### src/rtl/hbb_pkg.sv
// shared constants and types of the host byte buffer port
package hbb_pkg;

    // ------------------------------------------------------------------
    // port map: the low address bit selects the port
    // ------------------------------------------------------------------
    localparam logic [7:0] HOST_DATA_BYTE_ADDR        = 8'hf8;
    localparam logic [7:0] COMMAND_IN_STATUS_OUT_ADDR = 8'hf9;

    // ------------------------------------------------------------------
    // status byte fields
    // ------------------------------------------------------------------
    localparam int ST_OUT_FULL_BIT = 0;
    localparam int ST_IN_FULL_BIT  = 1;
    localparam int ST_BUSY_BIT     = 2;
    localparam int ST_CD_BIT       = 3;

    // ------------------------------------------------------------------
    // command byte fields
    // ------------------------------------------------------------------
    localparam int CMD_CODE_LSB = 0;
    localparam int CMD_CODE_W   = 5;
    localparam int CMD_CTL_LSB  = 5;
    localparam int CMD_CTL_W    = 2;
    localparam int CMD_IRQ_BIT  = 7;
    localparam int CMD_DEV_BIT  = 4;

    localparam logic [4:0] RSV_A_LO = 5'h0b;
    localparam logic [4:0] RSV_A_HI = 5'h0f;
    localparam logic [4:0] RSV_B_LO = 5'h1a;
    localparam logic [4:0] RSV_B_HI = 5'h1f;

    // ------------------------------------------------------------------
    // reset values and buffer depth
    // ------------------------------------------------------------------
    localparam logic       FLAG_RST  = 1'b0;
    localparam logic [7:0] BYTE_RST  = 8'h00;
    localparam logic [1:0] BUF_DEPTH = 2'h2;

    typedef struct packed {
        logic       cd;
        logic [7:0] val;
    } hbb_word_t;

    function automatic logic hbb_is_reserved(input logic [4:0] code);
        return ((code >= RSV_A_LO) && (code <= RSV_A_HI)) ||
               ((code >= RSV_B_LO) && (code <= RSV_B_HI));
    endfunction : hbb_is_reserved

endpackage : hbb_pkg

### src/rtl/hbb_host_byte_buffer.sv
// host byte buffer port: master-side pins, status byte, command gate, controller stream
module hbb_host_byte_buffer
(
    input  wire logic             mclk,
    input  wire logic             rst_n,
    input  wire logic [7:0]       bus_din,
    input  wire logic             bus_a0,
    input  wire logic             bus_cs_n,
    input  wire logic             bus_rd_n,
    input  wire logic             bus_wr_n,
    output logic      [7:0]       bus_dout_q,
    output logic                  bus_doe_q,
    output hbb_pkg::hbb_word_t    out_word_q,
    output logic                  out_valid_q,
    input  wire logic             out_ready,
    input  wire hbb_pkg::hbb_word_t resp_word,
    input  wire logic             resp_valid,
    output logic                  resp_ready_q,
    input  wire logic             ctl_done,
    output logic                  busy_lock_flag_q,
    output logic                  irq_q,
    output logic                  illegal_cmd_q
);

    // ------------------------------------------------------------------
    // pin synchronisers
    // ------------------------------------------------------------------
    logic [3:0] pin_s1_q;
    logic [3:0] pin_s2_q;
    logic [7:0] din_s1_q;
    logic [7:0] din_s2_q;

    always_ff @(posedge mclk or negedge rst_n)
    begin
        if (!rst_n)
        begin
            pin_s1_q <= 4'hf;
            pin_s2_q <= 4'hf;
            din_s1_q <= hbb_pkg::BYTE_RST;
            din_s2_q <= hbb_pkg::BYTE_RST;
        end
        else
        begin
            pin_s1_q <= {bus_cs_n, bus_rd_n, bus_wr_n, bus_a0};
            pin_s2_q <= pin_s1_q;
            din_s1_q <= bus_din;
            din_s2_q <= din_s1_q;
        end
    end

    logic wr_act;
    logic rd_act;
    assign wr_act = !pin_s2_q[3] && !pin_s2_q[1];
    assign rd_act = !pin_s2_q[3] && !pin_s2_q[2];

    // ------------------------------------------------------------------
    // state
    // ------------------------------------------------------------------
    logic               wr_pend_q, wr_pend_d, wr_a0_q, wr_a0_d;
    logic [7:0]         wr_data_q, wr_data_d;
    logic               rd_pend_q, rd_pend_d, rd_a0_q, rd_a0_d;
    logic               obf_q, obf_d, ibf_q, ibf_d, cd_q, cd_d, in_cd_q, in_cd_d;
    logic               busy_d, cur_irq_q, cur_irq_d;
    logic [7:0]         ibuf_q, ibuf_d, obuf_q, obuf_d;
    hbb_pkg::hbb_word_t b0_q, b0_d, b1_q, b1_d;
    logic [1:0]         cnt_q, cnt_d;
    logic               out_valid_d, resp_ready_d, irq_d, illegal_d, doe_d;
    logic [7:0]         dout_d;
    logic               wr_done, rd_done, push, pop, resp_acc, cmd_rsv;

    assign wr_done  = wr_pend_q && !wr_act;
    assign rd_done  = rd_pend_q && !rd_act;
    assign push     = ibf_q && (cnt_q != hbb_pkg::BUF_DEPTH);
    assign pop      = out_valid_q && out_ready;
    assign resp_acc = resp_valid && resp_ready_q;
    assign cmd_rsv  = hbb_pkg::hbb_is_reserved(wr_data_q[hbb_pkg::CMD_CODE_LSB +: 5]);

    always_comb
    begin
        logic [1:0]         n;
        logic [7:0]         st;
        hbb_pkg::hbb_word_t w;
        n            = cnt_q;
        st           = 8'h00;
        w            = '{cd: in_cd_q, val: ibuf_q};
        wr_pend_d    = wr_pend_q;
        wr_a0_d      = wr_a0_q;
        wr_data_d    = wr_data_q;
        rd_pend_d    = rd_pend_q;
        rd_a0_d      = rd_a0_q;
        obf_d        = obf_q;
        ibf_d        = ibf_q;
        cd_d         = cd_q;
        in_cd_d      = in_cd_q;
        busy_d       = busy_lock_flag_q;
        cur_irq_d    = cur_irq_q;
        ibuf_d       = ibuf_q;
        obuf_d       = obuf_q;
        b0_d         = b0_q;
        b1_d         = b1_q;
        irq_d        = 1'b0;
        illegal_d    = 1'b0;
        // master strobes: latch during the strobe, commit at its end
        if (wr_act)
        begin
            wr_pend_d = 1'b1;
            wr_a0_d   = pin_s2_q[0];
            wr_data_d = din_s2_q;
        end
        else if (wr_done)
        begin
            wr_pend_d = 1'b0;
        end
        if (rd_act)
        begin
            rd_pend_d = 1'b1;
            rd_a0_d   = pin_s2_q[0];
        end
        else if (rd_done)
        begin
            rd_pend_d = 1'b0;
        end
        // hand the held input byte to the controller stream
        if (pop)
        begin
            b0_d = b1_q;
            n    = n - 2'h1;
        end
        if (push)
        begin
            if (n == 2'h0)
                b0_d = w;
            else
                b1_d = w;
            n     = n + 2'h1;
            ibf_d = 1'b0;
        end
        cnt_d       = n;
        out_valid_d = (n != 2'h0);
        // master write into the input buffer; a full buffer ignores it
        if (wr_done && !ibf_q)
        begin
            if (wr_a0_q)
            begin
                if (!busy_lock_flag_q)
                begin
                    if (cmd_rsv)
                    begin
                        illegal_d = 1'b1;
                    end
                    else
                    begin
                        // code and control field travel with the byte
                        ibuf_d    = wr_data_q;
                        ibf_d     = 1'b1;
                        in_cd_d   = 1'b1;
                        cd_d      = 1'b1;
                        busy_d    = 1'b1;
                        cur_irq_d = wr_data_q[hbb_pkg::CMD_IRQ_BIT] &&
                                    wr_data_q[hbb_pkg::CMD_DEV_BIT];
                    end
                end
            end
            else
            begin
                ibuf_d  = wr_data_q;
                ibf_d   = 1'b1;
                in_cd_d = 1'b0;
                cd_d    = 1'b0;
            end
        end
        // controller answer into the output buffer
        if (resp_acc)
        begin
            obuf_d = resp_word.val;
            obf_d  = 1'b1;
            cd_d   = resp_word.cd;
        end
        else if (rd_done && !rd_a0_q)
        begin
            obf_d = 1'b0;
        end
        if (ctl_done && busy_lock_flag_q)
        begin
            busy_d = 1'b0;
            irq_d  = cur_irq_q;
        end
        resp_ready_d = busy_d && !obf_d;
        // read drive: data port returns the output byte, control port the status
        st[hbb_pkg::ST_OUT_FULL_BIT] = obf_q;
        st[hbb_pkg::ST_IN_FULL_BIT]  = ibf_q;
        st[hbb_pkg::ST_BUSY_BIT]     = busy_lock_flag_q;
        st[hbb_pkg::ST_CD_BIT]       = cd_q;
        doe_d  = rd_act;
        dout_d = pin_s2_q[0] ? st : obuf_q;
    end

    always_ff @(posedge mclk or negedge rst_n)
    begin
        if (!rst_n)
        begin
            wr_pend_q        <= hbb_pkg::FLAG_RST;
            wr_a0_q          <= hbb_pkg::FLAG_RST;
            wr_data_q        <= hbb_pkg::BYTE_RST;
            rd_pend_q        <= hbb_pkg::FLAG_RST;
            rd_a0_q          <= hbb_pkg::FLAG_RST;
            obf_q            <= hbb_pkg::FLAG_RST;
            ibf_q            <= hbb_pkg::FLAG_RST;
            busy_lock_flag_q <= hbb_pkg::FLAG_RST;
            cd_q             <= hbb_pkg::FLAG_RST;
            in_cd_q          <= hbb_pkg::FLAG_RST;
            cur_irq_q        <= hbb_pkg::FLAG_RST;
            ibuf_q           <= hbb_pkg::BYTE_RST;
            obuf_q           <= hbb_pkg::BYTE_RST;
            b0_q             <= '0;
            b1_q             <= '0;
            cnt_q            <= 2'h0;
            out_word_q       <= '0;
            out_valid_q      <= hbb_pkg::FLAG_RST;
            resp_ready_q     <= hbb_pkg::FLAG_RST;
            irq_q            <= hbb_pkg::FLAG_RST;
            illegal_cmd_q    <= hbb_pkg::FLAG_RST;
            bus_doe_q        <= hbb_pkg::FLAG_RST;
            bus_dout_q       <= hbb_pkg::BYTE_RST;
        end
        else
        begin
            wr_pend_q        <= wr_pend_d;
            wr_a0_q          <= wr_a0_d;
            wr_data_q        <= wr_data_d;
            rd_pend_q        <= rd_pend_d;
            rd_a0_q          <= rd_a0_d;
            obf_q            <= obf_d;
            ibf_q            <= ibf_d;
            busy_lock_flag_q <= busy_d;
            cd_q             <= cd_d;
            in_cd_q          <= in_cd_d;
            cur_irq_q        <= cur_irq_d;
            ibuf_q           <= ibuf_d;
            obuf_q           <= obuf_d;
            b0_q             <= b0_d;
            b1_q             <= b1_d;
            cnt_q            <= cnt_d;
            out_word_q       <= b0_d;
            out_valid_q      <= out_valid_d;
            resp_ready_q     <= resp_ready_d;
            irq_q            <= irq_d;
            illegal_cmd_q    <= illegal_d;
            bus_doe_q        <= doe_d;
            bus_dout_q       <= dout_d;
        end
    end
endmodule : hbb_host_byte_buffer

### config.mk
export PLATFORM = sky130hd
export DESIGN_NAME = hbb_host_byte_buffer
export DESIGN_NICKNAME = d
export VERILOG_FILES = /design/src/rtl/hbb_pkg.sv /design/src/rtl/hbb_host_byte_buffer.sv
export SDC_FILE = /design/constraint.sdc
export NUM_CORES = 1
export LEC_CHECK = 0
export ABC_AREA = 1
export BUFFER_PORTS_ARGS = -buffer_cell sky130_fd_sc_hd__buf_2
export CORE_MARGIN = 8
export CORE_UTILIZATION = 40
export DETAILED_ROUTE_END_ITERATION = 8
export GPL_TIMING_DRIVEN = 0
export HOLD_SLACK_MARGIN = 0.06
export PLACE_DENSITY = 0.57
export REMOVE_ABC_BUFFERS = 1
export SKIP_LAST_GASP = 1
export SLEW_MARGIN = 10
export SYNTH_ARGS = -nofsm -noshare
export SYNTH_HDL_FRONTEND = slang
export SYNTH_SLANG_ARGS = --single-unit
### constraint.sdc
create_clock -name mclk -period 2.7 [get_ports mclk]
set_clock_uncertainty 0.2 [all_clocks]
set_input_delay 0.27 -clock mclk [delete_from_list [all_inputs] [get_ports mclk]]
set_output_delay 0.27 -clock mclk [all_outputs]
set_load 0.02 [all_outputs]
==> qor.yml <==
sta:
  fin_crit_sh_pct: 84.3
  finalSetupViolations: 0
  holdWs_ns: 0.103
  relSlewSlack_pct: 60.7
  worst_pin_slew_ns: 0.589
  fin_tns_setup_ns: 0
  timing.fmax_mhz: 439
  slew_violations: 0
  final.min_clock_period_ns: 2.28
  hold_viol: 0
  rsz0062_at_grt: "false"
synthesis:
  post-synth-top-area-cell: "dfrtp_1"
  synth_compound_area_share_pct: 6.34
  synthAdderAreaFrac_pct: 0.738
  yosysUniqueCellTypes: 27
  synthXorXnorAreaFrac_pct: 0.738
  synth_top_area_share_pct: 61.2
  yosysSeqAreaShare_pct: 67.4
  ys_top_cells_by_area: "dfrtp_1 (61%), nand2_1 (12%), dfstp_2 (6.2%), inv_1 (3.1%), o21ai_2 (2.3%)"
  synth_mux_area_share_pct: 0
  yosys_warnings: 0
  synth_area_um2: 3390
  syn_avg_cell_area_um2: 10.5
  synth-seq-cells: 91
  synthSimpleGateAreaFrac_pct: 19.2
  syn_inst: 324
  synth_top_family_by_area: "simple AND/OR/NAND/NOR gates"
floorplanning:
  start_util_pct: 41.3
  die_area_um2: 11700
  die_w_um: 108
  rows: 33
  die_height_um: 108
  ioPinCount: 49
  coreArea_um2: 8220
power_and_ir_drop:
  p_per_area_nw_per_um2: 901
  power_leakage_nw: 2.11
  peakVddDrop_mv: 0.402
worst_setup_path:
  crit_end: "b0_q[4]"
  r2r_cells: 6
  startpoint_type: "input pin"
  critPathCaptureType: "flip-flop"
  r2r_end: "b0_q[4]"
  cp_data_required_time_ns: 2.71
  path_max_fanout: 18
  critical_path_class: "input pin to flip-flop"
  regToRegSetupSlack_ns: 0.47
  timing.rr.start: "out_valid_q"
  crit_arrival_ns: 2.29
  crit_path_start: "out_ready"
detailed_routing:
  vias: 2249
  drt_first_pass_iters: 4
  ant_nets: 0
  wl_per_cell_um: 11.6
  routed_wl_um: 5860
  vias_per_cell: 4.44
  drtIter0Drc: 105
  drc: 0
clock_network:
  clock_path_buffers: 2
  insertion_delay_ns: 0.35
  root_buffer: "clkbuf_8"
  ctsHtreeMaxLevel: 3
  numCtsBuffers: 9
  tritoncts: "yes"
  cts.clk_slew.worst_paths_ns: 0.08
  clock_sinks: 91
flow_run:
  cap_violations: 0
status:
  status: "complete, no violations"
grt:
  gr-total-overflow: 0
  antenna_found_initial: 0
  grtUsageTotal_pct: 11.1
  grt_max_degree: 49
  grt_pass1_vias: 2285
  grt_pass1_wl_um: 10400
finish:
  drive_gt1_share_pct: 22.7
  multi_input_area_um2: 916
  fin_util_pct: 50.4
  nFillCells: 751
  area_growth_pct: 22.1
  n_antenna_cell: 0
  nets: 424
  seq_area_um2: 2290
  post-route-cell-area_um2: 4140
placement:
  portBuffers: 48
  hpwl_um: 4040
  routabilityCongestion: 0.737
  placed_area_um2: 3720
worst_hold_path:
  hold_class: "input pin to flip-flop"
-- timing repair --
item,CTS,global route
gates resized for setup,0,1
hold buffers,23,0
setup endpoints to repair,0,8
setup buffers,0,0
endpoints found under the hold margin,62,0
-- flip-flops by register name (all words and copies together) (netlist names), 2 cells and up --
name,count
ibuf_q,8
b0_q,9
obuf_q,8
b1_q,9
din_s2_q,8
pin_s1_q,4
din_s1_q,8
wr_data_q,8
cnt_q,2
pin_s2_q,4
bus_dout_q,8
-- how the worst min path moves through the flow --
stage               cells after the start  slack [ns]    startpoint           to
floorplan                               0       -0.23         rst_n      b0_q[0]
global placement                        0        0.13   din_s1_q[4]  din_s2_q[4]
detailed placement                      1        0.10         rst_n    bus_doe_q
CTS                                     5        0.09  resp_word[8]         cd_q
global route                            5        0.12  resp_word[8]         cd_q
finish                                  5        0.10  resp_word[8]         cd_q
-- kinds of logic (layout without fill, tap and decap cells) --
logic type,Yosys count,after routing
compound gates,34,34
xor+xnor,2,2
fa+ha+maj,2,2
buf+inv,41,118
flops,91,91
simple gates,154,154
-- Yosys cell counts --
| master | instances |
|---|---|
| nand2_1 | 107 |
| nand2_2 | 2 |
| o21ai_1 | 1 |
| xor2_1 | 1 |
| or2_1 | 1 |
| o21ai_0 | 13 |
| inv_2 | 2 |
| dfrtp_1 | 83 |
| a31oi_1 | 9 |
| ha_1 | 2 |
| nor2_2 | 1 |
| nor3_1 | 1 |
| nor2_1 | 17 |
| clkbuf_1 | 4 |
| buf_2 | 1 |
| o21ai_2 | 9 |
| nand3_2 | 1 |
| nor2_4 | 2 |
| dfstp_2 | 8 |
| xor2_2 | 1 |
| a21oi_1 | 2 |
| or2_2 | 1 |
| nand4_1 | 9 |
| buf_4 | 3 |
| inv_1 | 28 |
| buf_6 | 3 |
| nand3_1 | 12 |
-- through the flow --
| stage | std cells | setup slack, ns | power, W |
|---|---|---|---|
| global placement | 466 | 0.312 | 0.00281 |
| detailed placement | 467 | 0.295 | 0.00286 |
| floorplan | 313 | 0.510 | 0.00255 |
| CTS | 506 | 0.240 | 0.00379 |
| finish | 506 | 0.423 | 0.00373 |
| global route | 506 | 0.127 | 0.00400 |
-- layout by cell type, fill, tap and decap left out --
master,instances
ha_1,2
a31oi_1,9
o21ai_0,13
nor2_4,2
dfrtp_1,83
nand3_2,1
nand3_1,12
nand2_1,107
dfstp_2,8
clkbuf_1,2
a21oi_1,2
nor3_1,1
nor2_2,1
xor2_1,1
clkinvlp_4,2
o21ai_2,9
or2_2,2
xor2_2,1
buf_16,1
inv_1,28
nand4_1,9
bufinv_16,1
clkinv_2,1
inv_2,2
o21ai_1,1
dlygate4sd3_1,23
buf_2,47
clkbuf_8,10
nand2_2,2
buf_4,1
nor2_1,17
-- power by group --
part           internal (W)  total [W]  leakage [nW]  switching, W
registers           0.00171    0.00191          1.12      0.000197
logic              0.000356   0.000927         0.894      0.000571
clock network      0.000452   0.000892        0.0926      0.000440
-- routing by layer --
layer | vias to the layer above | part of all wire (%) | track usage (%)
li1 | 1165 | - | -
met1 | 1028 | 46 | 13.3
met2 | 50 | 46 | 17.6
met3 | 6 | 6.5 | 4.94
met4 | 0 | 1.1 | 3.27
met5 | - | 0 | 0
-- final cells by class --
type | instances | share of cell area, %
flip-flops and latches | 91 | 55.2
multi-input cells | 192 | 22.1
repair buffers | 72 | 12.1
clock buffers | 12 | 3.50
well taps | 105 | 3.17
inverters | 30 | 2.72
clock inverters | 4 | 1.21
-- worst max-delay path, cell delays in order --
cell and delay (ns):
dlygate4sd3_1 0.52, buf_2 0.21, nand2_2 0.19, o21ai_0 0.30
ha_1 0.22, nand2_1 0.31, nor2_1 0.21, a31oi_1 0.05
No activity file was read; power rests on OpenSTA's default activity.
